`config.mk`:
```
export PLATFORM = sky130hd
export DESIGN_NAME = rrex_exec
export DESIGN_NICKNAME = d
export VERILOG_FILES = /design/src/rrex_exec.v /design/src/rrex_qphase.v
export VERILOG_INCLUDE_DIRS = /design/src /design/src/src
export SDC_FILE = /design/constraint.sdc
export NUM_CORES = 1
export LEC_CHECK = 0
export BUFFER_PORTS_ARGS = -buffer_cell sky130_fd_sc_hd__buf_2
export CAP_MARGIN = 5
export CORE_MARGIN = 2
export CORE_UTILIZATION = 45
export CTS_BUF_LIST = sky130_fd_sc_hd__clkbuf_4
export CTS_CLUSTER_DIAMETER = 120
export DETAILED_ROUTE_END_ITERATION = 10
export PLACE_DENSITY = 0.72
export SYNTH_ARGS = -nofsm -noshare
export SYNTH_HDL_FRONTEND = slang
export SYNTH_SLANG_ARGS = --single-unit
export TNS_END_PERCENT = 30
```
`constraint.sdc`:
```
create_clock -name clock_in -period 2.5 [get_ports clock_in]
set_clock_uncertainty 0.2 [all_clocks]
set_input_delay 0.25 -clock clock_in [delete_from_list [all_inputs] [get_ports clock_in]]
set_output_delay 0.25 -clock clock_in [all_outputs]
set_load 0.01 [all_outputs]
```
`src/rrex_regs.vh`:
```
/*
  Constants for the return and rotate execution slice of the core:
  opcode patterns, field positions, widths, phase codes and reset values.
  Assumes it is included by bare name from each design file under src/.
*/
`ifndef RREX_REGS_VH
`define RREX_REGS_VH

// Widths
`define RREX_IW 14
`define RREX_DW 8
`define RREX_PCW 13
`define RREX_FAW 7

// Quarter phases, one-hot
`define RREX_PH_Q1 4'h1
`define RREX_PH_Q2 4'h2
`define RREX_PH_Q3 4'h4
`define RREX_PH_Q4 4'h8
`define RREX_PH_IDX_Q1 0
`define RREX_PH_IDX_Q2 1
`define RREX_PH_IDX_Q3 2
`define RREX_PH_IDX_Q4 3

// Opcode patterns
`define RREX_OP_RETLIT_HI 13
`define RREX_OP_RETLIT_LO 10
`define RREX_OP_RETLIT 4'hd
`define RREX_OP_ROT_HI 13
`define RREX_OP_ROT_LO 8
`define RREX_OP_RLC 6'h0d
`define RREX_OP_RRC 6'h0c
`define RREX_OP_RETURN 14'h0008

// Instruction fields
`define RREX_LIT_HI 7
`define RREX_LIT_LO 0
`define RREX_DEST_BIT 7
`define RREX_FA_HI 6
`define RREX_FA_LO 0

// Decoded operation, one-hot
`define RREX_OPW 4
`define RREX_DEC_NONE 4'h0
`define RREX_DEC_RETLIT 4'h1
`define RREX_DEC_RET 4'h2
`define RREX_DEC_RLC 4'h4
`define RREX_DEC_RRC 4'h8
`define RREX_DI_RETLIT 0
`define RREX_DI_RET 1
`define RREX_DI_RLC 2
`define RREX_DI_RRC 3

// Reset values
`define RREX_RST_IW 14'h0000
`define RREX_RST_DW 8'h00
`define RREX_RST_PC 13'h0000

`endif
```
`src/rrex_exec.v`:
```
/*
  Execution slice for four instructions of an 8-bit core with 14-bit
  words: return with literal, plain return, rotate left and rotate right
  through carry. Holds its own quarter phase sequencer.
  Assumes the core presents the instruction word in Q1, returns file
  data combinationally from file_addr_out, and keeps stack storage,
  the accumulator, carry and the register file outside. All inputs are
  on clock_in; none needs synchronising.
*/
`include "rrex_regs.vh"

// Operation
// (RL1) Literal return puts the 8-bit literal in the accumulator; no flags.
// (RL2) Return with literal loads the program counter from the stack top.
// (RL3) Return with literal is a single word taking two instruction cycles.
// (RL4) Decode Q1, literal Q2, idle Q3, write and pop Q4; second cycle idle.
// (RL5) Rotate left through carry; result to accumulator or file; one cycle.
// (RL6) Rotate right through carry; result to accumulator or file; one cycle.
// (RL7) A return pops the stack top into the program counter.
// (RL8) Plain return pops in Q4, affects no flags, adds one idle cycle.
module rrex_exec (
  // Clock and reset
  input wire clock_in,
  input wire rst_b_in,
  // Instruction and phase
  input wire instr_valid_in,
  input wire [`RREX_IW-1:0] instr_in,
  output wire [3:0] q_phase_out,
  output wire claim_out,
  output wire flush_out,
  // Program counter and stack
  input wire [`RREX_PCW-1:0] stack_top_in,
  output wire pc_load_out,
  output wire [`RREX_PCW-1:0] pc_out,
  output wire stack_pop_out,
  // Accumulator
  output wire acc_we_out,
  output wire [`RREX_DW-1:0] acc_data_out,
  // File register port
  output wire [`RREX_FAW-1:0] file_addr_out,
  input wire [`RREX_DW-1:0] file_rd_data_in,
  output wire file_we_out,
  output wire [`RREX_DW-1:0] file_wr_data_out,
  // Carry flag
  input wire carry_in,
  output wire carry_we_out,
  output wire carry_out
);

  // Classify one instruction word
  function [`RREX_OPW-1:0] rrex_decode;
    input [`RREX_IW-1:0] w;
    begin
      if (w[`RREX_OP_RETLIT_HI:`RREX_OP_RETLIT_LO] == `RREX_OP_RETLIT) begin
        rrex_decode = `RREX_DEC_RETLIT;
      end else if (w == `RREX_OP_RETURN) begin
        rrex_decode = `RREX_DEC_RET;
      end else if (w[`RREX_OP_ROT_HI:`RREX_OP_ROT_LO] == `RREX_OP_RLC) begin
        rrex_decode = `RREX_DEC_RLC;
      end else if (w[`RREX_OP_ROT_HI:`RREX_OP_ROT_LO] == `RREX_OP_RRC) begin
        rrex_decode = `RREX_DEC_RRC;
      end else begin
        rrex_decode = `RREX_DEC_NONE;
      end
    end
  endfunction

  wire [3:0] q;
  wire in_q1;
  wire in_q2;
  wire in_q3;
  wire in_q4;

  reg [`RREX_IW-1:0] instr_r;
  reg [`RREX_OPW-1:0] op_r;
  reg [`RREX_DW-1:0] operand_r;
  reg second_r;
  reg pc_load_r;
  reg [`RREX_PCW-1:0] pc_r;
  reg pop_r;
  reg acc_we_r;
  reg [`RREX_DW-1:0] acc_data_r;
  reg file_we_r;
  reg [`RREX_DW-1:0] file_wr_data_r;
  reg carry_we_r;
  reg carry_r;

  // Next values from the combinational processes below
  reg [`RREX_OPW-1:0] op_nxt;
  reg [`RREX_DW-1:0] rot_nxt;
  reg carry_nxt;

  // is_return is shared by both returns for pop, pc load and the idle cycle; dest_file picks the rotate target
  wire is_return;
  wire dest_file;

  // Phase sequencer
  rrex_qphase u_qphase (
    .clock_in(clock_in),
    .rst_b_in(rst_b_in),
    .q_out(q)
  );

  assign in_q1 = q[`RREX_PH_IDX_Q1];
  assign in_q2 = q[`RREX_PH_IDX_Q2];
  assign in_q3 = q[`RREX_PH_IDX_Q3];
  assign in_q4 = q[`RREX_PH_IDX_Q4];

  assign is_return = op_r[`RREX_DI_RETLIT] | op_r[`RREX_DI_RET];
  assign dest_file = instr_r[`RREX_DEST_BIT];

  // Decode in Q1; a word offered in the idle cycle is not taken
  always @* begin
    if (instr_valid_in && !second_r) begin
      op_nxt = rrex_decode(instr_in); // RL4
    end else begin
      op_nxt = `RREX_DEC_NONE;
    end
  end

  // Rotate through carry, using the operand read in Q2.
  // Carry is taken at the Q3 edge, so a write by the previous word is seen.
  always @* begin
    rot_nxt = operand_r;
    carry_nxt = carry_in;
    if (op_r[`RREX_DI_RLC]) begin
      rot_nxt = {operand_r[`RREX_DW-2:0], carry_in}; // RL5
      carry_nxt = operand_r[`RREX_DW-1]; // RL5
    end else if (op_r[`RREX_DI_RRC]) begin
      rot_nxt = {carry_in, operand_r[`RREX_DW-1:1]}; // RL6
      carry_nxt = operand_r[0]; // RL6
    end
  end

  // Instruction capture and operand read
  always @(posedge clock_in or negedge rst_b_in) begin
    if (!rst_b_in) begin
      instr_r <= `RREX_RST_IW;
      op_r <= `RREX_DEC_NONE;
      operand_r <= `RREX_RST_DW;
    end else begin
      if (in_q1) begin
        instr_r <= instr_in;
        op_r <= op_nxt;
      end
      if (in_q2) begin
        if (op_r[`RREX_DI_RETLIT]) begin
          operand_r <= instr_r[`RREX_LIT_HI:`RREX_LIT_LO]; // RL4
        end else begin
          operand_r <= file_rd_data_in;
        end
      end
    end
  end

  // Results registered at the end of Q3 so strobes stand through Q4.
  // Q3 itself does nothing for returns, so the pop lands in Q4.
  always @(posedge clock_in or negedge rst_b_in) begin
    if (!rst_b_in) begin
      pc_load_r <= 1'b0;
      pc_r <= `RREX_RST_PC;
      pop_r <= 1'b0;
      acc_we_r <= 1'b0;
      acc_data_r <= `RREX_RST_DW;
      file_we_r <= 1'b0;
      file_wr_data_r <= `RREX_RST_DW;
      carry_we_r <= 1'b0;
      carry_r <= 1'b0;
    end else if (in_q3) begin
      pc_load_r <= is_return; // RL2
      pop_r <= is_return; // RL7
      if (is_return) begin
        pc_r <= stack_top_in; // RL7
      end
      // Literal to the accumulator; carry strobe stays low for returns
      acc_we_r <= op_r[`RREX_DI_RETLIT] |
                  ((op_r[`RREX_DI_RLC] | op_r[`RREX_DI_RRC]) & !dest_file);
      file_we_r <= (op_r[`RREX_DI_RLC] | op_r[`RREX_DI_RRC]) & dest_file;
      carry_we_r <= op_r[`RREX_DI_RLC] | op_r[`RREX_DI_RRC]; // RL8
      if (op_r[`RREX_DI_RETLIT]) begin
        acc_data_r <= operand_r; // RL1
      end else if (op_r[`RREX_DI_RLC] | op_r[`RREX_DI_RRC]) begin
        acc_data_r <= rot_nxt; // RL5
        file_wr_data_r <= rot_nxt; // RL6
        carry_r <= carry_nxt;
      end
    end else begin
      // Strobes last exactly the Q4 clock
      pc_load_r <= 1'b0;
      pop_r <= 1'b0;
      acc_we_r <= 1'b0;
      file_we_r <= 1'b0;
      carry_we_r <= 1'b0;
    end
  end

  // Idle second cycle for both returns; rotates never set it.
  // Cleared at the idle cycle's Q4, so idle cycles never chain.
  always @(posedge clock_in or negedge rst_b_in) begin
    if (!rst_b_in) begin
      second_r <= 1'b0;
    end else if (in_q4) begin
      second_r <= is_return & !second_r; // RL3 RL8
    end
  end

  // Outputs
  assign q_phase_out = q;
  assign claim_out = op_r != `RREX_DEC_NONE;
  assign flush_out = second_r; // Core fetch is discarded this cycle
  assign pc_load_out = pc_load_r;
  assign pc_out = pc_r;
  assign stack_pop_out = pop_r;
  assign acc_we_out = acc_we_r;
  assign acc_data_out = acc_data_r;
  assign file_addr_out = instr_r[`RREX_FA_HI:`RREX_FA_LO];
  assign file_we_out = file_we_r;
  assign file_wr_data_out = file_wr_data_r;
  assign carry_we_out = carry_we_r;
  assign carry_out = carry_r;

endmodule

```
`src/rrex_qphase.v`:
```
/*
  Quarter phase sequencer: one-hot Q1..Q4, advancing every clock.
  Assumes one clock, clock_in, and an asynchronous active-low reset.
*/
`include "rrex_regs.vh"

module rrex_qphase (
  // Clock and reset
  input wire clock_in,
  input wire rst_b_in,
  // Phase
  output wire [3:0] q_out
);

  localparam [3:0] Q1 = `RREX_PH_Q1;
  localparam [3:0] Q2 = `RREX_PH_Q2;
  localparam [3:0] Q3 = `RREX_PH_Q3;
  localparam [3:0] Q4 = `RREX_PH_Q4;

  reg [3:0] q_r;
  reg [3:0] q_nxt;

  // Next phase
  always @* begin
    case (q_r)
      Q1: q_nxt = Q2;
      Q2: q_nxt = Q3;
      Q3: q_nxt = Q4;
      Q4: q_nxt = Q1;
      default: q_nxt = Q1; // Recovers from a corrupted code
    endcase
  end

  // Phase register, starts in Q1 after reset
  always @(posedge clock_in or negedge rst_b_in) begin
    if (!rst_b_in) begin
      q_r <= Q1;
    end else begin
      q_r <= q_nxt;
    end
  end

  assign q_out = q_r;

endmodule

```
## Word level (Yosys, flattened, before mapping)

Index checks and enable logic that the tools add are counted.

| cells by class | value |
|---|---|
| eq/ne operators | 7 |
| muxes and demuxes | 17 |
| bitwise operators | 7 |
| reductions and logical operators | 8 |

Operator list:

| kind | number |
|---|---|
| $mux W8 | 5 |
| $mux W4 | 5 |
| $eq A14 B4 Y1 const B | 1 |
| $eq A6 B4 Y1 const B | 2 |
| $pmux W4 S3 | 1 |
| $mux W1 | 6 |
| $eq A4 B1 Y1 const B | 1 |
| $eq A4 B2 Y1 const B | 1 |
| $eq A4 B3 Y1 const B | 1 |
| $eq A4 B4 Y1 const B | 1 |
| $reduce_and A2 Y1 | 2 |
| $reduce_bool A4 Y1 | 1 |
| $and A1 B1 Y1 | 3 |
| $or A1 B1 Y1 | 3 |
| $reduce_and A3 Y1 | 1 |
| $logic_not A1 Y1 | 2 |
| $reduce_bool A2 Y1 | 1 |
| $logic_and A1 B1 Y1 | 1 |
| $not A1 Y1 | 1 |

| word-level totals | value |
|---|---|
| bits in registers | 59 |
| input port bits | 39 |
| output and inout port bits | 48 |
| word-level logic and storage cells | 52 |

## Logic depth before layout (Yosys ltp)

| logic depth | value |
|---|---|
| depth in word-level cells | 6 |
| depth in mapped cells | 5 |
| depth with buffers taken out | 3 |

## By module

From an unflattened synthesis, not the netlist that was laid out.

| second synthesis, totals | value |
|---|---|
| cell total of the unflattened synthesis | 244 |
| area total of the unflattened synthesis | 2,686.3 um2 |

By module, submodules not included:

| module | times used | cells each | area an instance (um2) | sequential area each (um2) |
|---|---|---|---|---|
| rrex_exec | 1 | 233 | 2,533.7 | 1,376.3 |
| rrex_qphase | 1 | 11 | 152.6 | 101.3 |

## Worst setup path after synthesis

Ideal clock, no wire load.

| path | value |
|---|---|
| kind | register to register |
| from | reg u_qphase.q_r[0] (netlist: u_qphase.q_out[0]) |
| to | reg instr_r[4] |
| setup time | 125 ps |
| arrival time | 1,372 ps |
| required time | 2,175 ps |
| slack | 803 ps |
| stages on the path, launching flop included | 4 |
| path buffers | 2 |
| clock period less this slack | 1,697 ps |
| cells stage by stage | dfstp_2 > clkbuf_1 > buf_2 > mux2_2 |

RTL lines:

| element | RTL line | RTL |
|---|---|---|
| start: declaration | rrex_qphase.v:20 | `reg [3:0] q_r;` |
| start signal: assignment | rrex_qphase.v:39 | `q_r <= q_nxt;` |
| end signal: assignment | rrex_exec.v:138 | `` instr_r <= `RREX_RST_IW; `` |
| end signal: assignment | rrex_exec.v:143 | `instr_r <= instr_in;` |
| end: declaration | rrex_exec.v:74 | `` reg [`RREX_IW-1:0] instr_r; `` |

No word-level cell between the ends.

## Worst setup path in the final report

| path | value |
|---|---|
| from | in instr_in[1] |
| to | reg op_r[1] |

| between the ends | value |
|---|---|
| cells in the longest elaborated chain, start to end | 4 |

Ends and longest elaborated chain:

| element | RTL line | RTL |
|---|---|---|
| start: declaration | rrex_exec.v:27 | `` input wire [`RREX_IW-1:0] instr_in, `` |
| $eq A14 B4 Y1 (no line) | -- |  |
| $mux W4 | rrex_exec.v:56 | `` end else if (w == `RREX_OP_RETURN) begin `` |
| $mux W4 | rrex_exec.v:54 | `` if (w[`RREX_OP_RETLIT_HI:`RREX_OP_RETLIT_LO] == `RREX_OP_RETLIT) begin `` |
| $mux W4 | rrex_exec.v:114 | `if (instr_valid_in && !second_r) begin` |
| end signal: assignment | rrex_exec.v:139 | `` op_r <= `RREX_DEC_NONE; `` |
| end signal: assignment | rrex_exec.v:144 | `op_r <= op_nxt;` |
| end: declaration | rrex_exec.v:75 | `` reg [`RREX_OPW-1:0] op_r; `` |

Every way passes these cells.
A chain may end at the register's enable or synchronous reset.

==> reports/summary.log <==
[global_routing] maximum number of pins on one net before global-route repair 35
[die] Total Die Area 0.00694 mm^2
[final_layout] Core Util, Final 0.638
[clock_network] maximum clock insertion buffer count 2
[synthesis] compound-cell area share of the yosys netlist 0.115
[hold_path] worst hold-check path type in2reg
[worst_setup_path] Critical Path Source Type input port
[sta] Setup Viol. Count Final 0
[detailed_routing] mean number of vias per cell 5.19
[detailed_routing] met3 routed wirelength 406 um
[worst_setup_path] ordered cell list for the critical path dlygate4sd3_1, buf_2, or4b_4, or4_4, o22ai_2, dlygate4sd3_1
[final_layout] diodes inserted 0
[final_layout] layout cells sized above 1 0.364
[synthesis] proportion of synthesized area in mux cells 0.175
[sta] maximum operating frequency 0.404 GHz
[global_routing] GRT Util Overall 0.206
[detailed_routing] total vias in the final route 2,374
[sta] unrepaired setup endpoints after global routing false
[synthesis] Mapped Cells 258
[power] power per unit of standard cell area 534 mW/mm^2
[die] Rows 28
[worst_setup_path] reg2reg start u_qphase.q_out[0]
[clock_network] clock tree from TritonCTS yes
[clock_network] source-to-sink clock delay at the later pin of the worst-skew pair 0.39 ns
[detailed_routing] Met2 Wirelength 3340 um
[synthesis] adder-cell area share of the yosys netlist 0
[final_layout] fin area 0.00382 mm^2
[die] horizontal die dimension 83.3 um
[detailed_routing] number of design-rule violations left by the first detailed-router iteration 135
[detailed_routing] post-DR wirelength/cell 14.8 um
[final_layout] fillcell total 492
[worst_setup_path] worst path arrival time 2.61 ns
[clock_network] buffers inserted during post-CTS setup optimization 0
[run] count of max-cap constraint violations 0
[global_routing] first-pass GRT wire length 11,400 um
[clock_network] root buffer cell sky130_fd_sc_hd__clkbuf_4
[detailed_routing] routed metal-1 wirelength 2980 um
[sta] final cycle utilization of the critical path 0.989
[sta] number of hold violations in the final report 0
[die] Std-Cell Core Area 0.00599 mm^2
[sta] worst slew slack as a fraction of its limit 0.546
[placed_design] placement-stage cell area 0.00328 mm^2
[synthesis] synthesized cell area 0.00283 mm^2
[die] die extent in y 83.3 um
[worst_setup_path] critical path startpoint instr_in[1]
[power] maximum ir drop on the vdd rail 328 uV
[sta] total negative setup slack 0 ns
[final_layout] area added between synthesis and finish 35.1%
[final_layout] net count reported at finish 416
[placed_design] Post-DP HPWL 4430 um
[clock_network] TritonCTS Buffers 9
[final_layout] Non-Filler Instances 457
[sta] Pins Over Slew Limit 0
[placed_design] dpl cells 401
[clock_network] clock edge transition at the registers on the reported setup and hold paths 0.10 ns
[placed_design] routability-driven placement congestion ratio 0.805
[worst_setup_path] critical path endpoint category register
[detailed_routing] DRT antenna net count 0
[worst_setup_path] maximum net fanout on the critical path 2
[synthesis] xor/xnor share of the synthesized area 0
[run_status] status complete, no violations
[sta] post-layout minimum cycle time 2.47 ns
[synthesis] Seq cells post-synth 59
[worst_setup_path] required arrival time at the worst endpoint 2.63 ns
[sta] Least-Margin Pin Slew 0.680 ns
[placed_design] number of buffers added on ports 86
[die] io pins 87
[global_routing] number of antenna violations at the first check in global routing 0
[power] total chip power 2.04 mW
[sta] post-layout worst setup margin 0.0263 ns
[hold_path] start point of the worst hold path instr_valid_in
[synthesis] number of warnings reported in the yosys synthesis log 0
[die] starting density of the core 0.472
[sta] smallest hold slack 0.0834 ns
[global_routing] number of global-route vias before repair 2,316
[synthesis] average cell area after synthesis 11.0 um^2
[synthesis] dominant combinational cell family by area after synthesis multiplexers
[synthesis] Post-Synthesis Net Count 297
[worst_setup_path] delay contributed by the slowest stage of the critical path 0.55 ns
[detailed_routing] count of TritonRoute iterations in the first routing pass 4
[power] leak pwr 1.78 nW
[synthesis] share of synthesized cell area in and, or, nand and nor gates 0.128
[detailed_routing] Residual DRC 0
[clock_network] clock sink total 59
[placed_design] pre-CTS worst setup slack 0.476 ns
[detailed_routing] max layer used met4
[worst_setup_path] slowest cell on the critical path sky130_fd_sc_hd__dlygate4sd3_1
[clock_network] CTS HTree Levels 3
[detailed_routing] total length of routed wires 6790 um
[worst_setup_path] Crit Path Category in2reg
[synthesis] sequential cell area fraction in the yosys report 0.522
[synthesis] number of distinct library cells after synthesis 32
[worst_setup_path] most used cell, CP sky130_fd_sc_hd__dlygate4sd3_1
[global_routing] total gr overflow 0
synthesized netlist by cell type:
cell | count | area (um^2)
sky130_fd_sc_hd__a21o_1 | 1 | 7.51
sky130_fd_sc_hd__or4_1 | 2 | 15.0
sky130_fd_sc_hd__nor4b_1 | 3 | 26.3
sky130_fd_sc_hd__nand4_1 | 1 | 6.26
sky130_fd_sc_hd__buf_4 | 8 | 60.1
sky130_fd_sc_hd__buf_2 | 9 | 45.0
sky130_fd_sc_hd__nor3_1 | 1 | 5.00
sky130_fd_sc_hd__a32oi_1 | 1 | 8.76
sky130_fd_sc_hd__a2111oi_0 | 1 | 8.76
sky130_fd_sc_hd__mux2i_1 | 18 | 180
sky130_fd_sc_hd__mux2_2 | 28 | 315
sky130_fd_sc_hd__a211o_1 | 1 | 8.76
sky130_fd_sc_hd__nand2b_1 | 1 | 6.26
sky130_fd_sc_hd__or4b_1 | 1 | 10.0
sky130_fd_sc_hd__nand4b_1 | 2 | 17.5
sky130_fd_sc_hd__o21ai_0 | 17 | 85.1
sky130_fd_sc_hd__dfrtp_1 | 58 | 1450
sky130_fd_sc_hd__clkbuf_1 | 7 | 26.3
sky130_fd_sc_hd__nor2_1 | 17 | 63.8
sky130_fd_sc_hd__dfstp_2 | 1 | 26.3
sky130_fd_sc_hd__o22ai_2 | 1 | 12.5
sky130_fd_sc_hd__nand2_1 | 19 | 71.3
sky130_fd_sc_hd__inv_1 | 9 | 33.8
sky130_fd_sc_hd__o31ai_1 | 8 | 60.1
sky130_fd_sc_hd__buf_1 | 1 | 3.75
sky130_fd_sc_hd__o21ai_1 | 2 | 10.0
sky130_fd_sc_hd__o22ai_1 | 3 | 18.8
sky130_fd_sc_hd__nor3b_1 | 14 | 105
sky130_fd_sc_hd__a21oi_1 | 9 | 45.0
sky130_fd_sc_hd__nand3_1 | 2 | 10.0
sky130_fd_sc_hd__o21a_1 | 8 | 60.1
sky130_fd_sc_hd__nor2b_1 | 4 | 25.0
cell type report:
cell class	instances	area [um^2]	area share
sequential	59	1480	0.387
timing repair buffer	133	896	0.234
multi-input combinational	165	1190	0.311
clock inverter	6	56.3	0.0147
clock buffer	10	75.1	0.0196
tap	75	93.8	0.0245
inverter	9	33.8	0.00884
cell usage in the layout (no fill, tap or decap), drive strengths merged, types with 2 or more instances in the layout:
master       Yosys  layout
or4              2       2
clkinv           0       5
clkbuf           7      10
buf             18      93
dlygate4sd3      0      40
a21oi            9       9
o31ai            8       8
o21ai           19      19
nand2           19      19
inv              9       9
dfrtp           58      58
nor4b            3       3
nand4b           2       2
nor2            17      17
o21a             8       8
mux2            28      28
nand3            2       2
nor2b            4       4
mux2i           18      18
o22ai            4       4
nor3b           14      14
logic make-up (layout without fill, tap and decap cells):
| kind of cell | after synthesis | after routing |
|---|---|---|
| AO/OA/AOI/OAI | 52 | 52 |
| buffers and inverters | 34 | 158 |
| flip-flops | 59 | 59 |
| multiplexers | 46 | 46 |
| AND/OR/NAND/NOR | 67 | 67 |
registers in the layout, summed over array words and instances, names as in the netlist:
| signal | count |
|---|---|
| file_wr_data_out | 8 |
| carry_we_out | 1 |
| op_r | 4 |
| carry_out | 1 |
| u_qphase.q_out | 4 |
| acc_data_out | 8 |
| file_we_out | 1 |
| stack_pop_out | 1 |
| pc_out | 13 |
| instr_r | 8 |
| operand_r | 8 |
| acc_we_out | 1 |
| flush_out | 1 |
final timing paths:
check                             endpoint  slack [ns]  cells after the start
min in group asynchronous       instr_r[0]        0.20                      2
max reg2reg                        op_r[3]        0.32                      4
min                                op_r[0]        0.08                      4
min reg2reg                acc_data_out[6]        0.28                      2
max                                op_r[1]        0.03                      6
max in group asynchronous  acc_data_out[1]        1.30                      3
per-layer routing:
layer,up-vias,global-route usage
met5,-,0
met4,0,0.0581
met3,7,0.0616
met2,77,0.343
met1,1144,0.261
li1,1146,-
worst max-delay path, delay by kind of cell:
family                 cells  cell delay, ns
AOI/OAI and AO/OA          1            0.10
buffers and inverters      3            1.21
and+or+nand+nor            2            1.04
report_power, final:
group | internal [mW] | switching, mW | leakage (nW)
sequential | 1.03 | 0.0493 | 0.726
combinational | 0.170 | 0.141 | 0.981
clock | 0.308 | 0.346 | 0.0752
total | 1.51 | 0.537 | 1.78
repair_timing:
action                     4_1_cts  5_1_grt
hold endpoints to repair        57        0
setup endpoints to repair        0        1
hold buffers                    40        0
gates resized for setup          0        2
(Power assumes the default switching activity.)
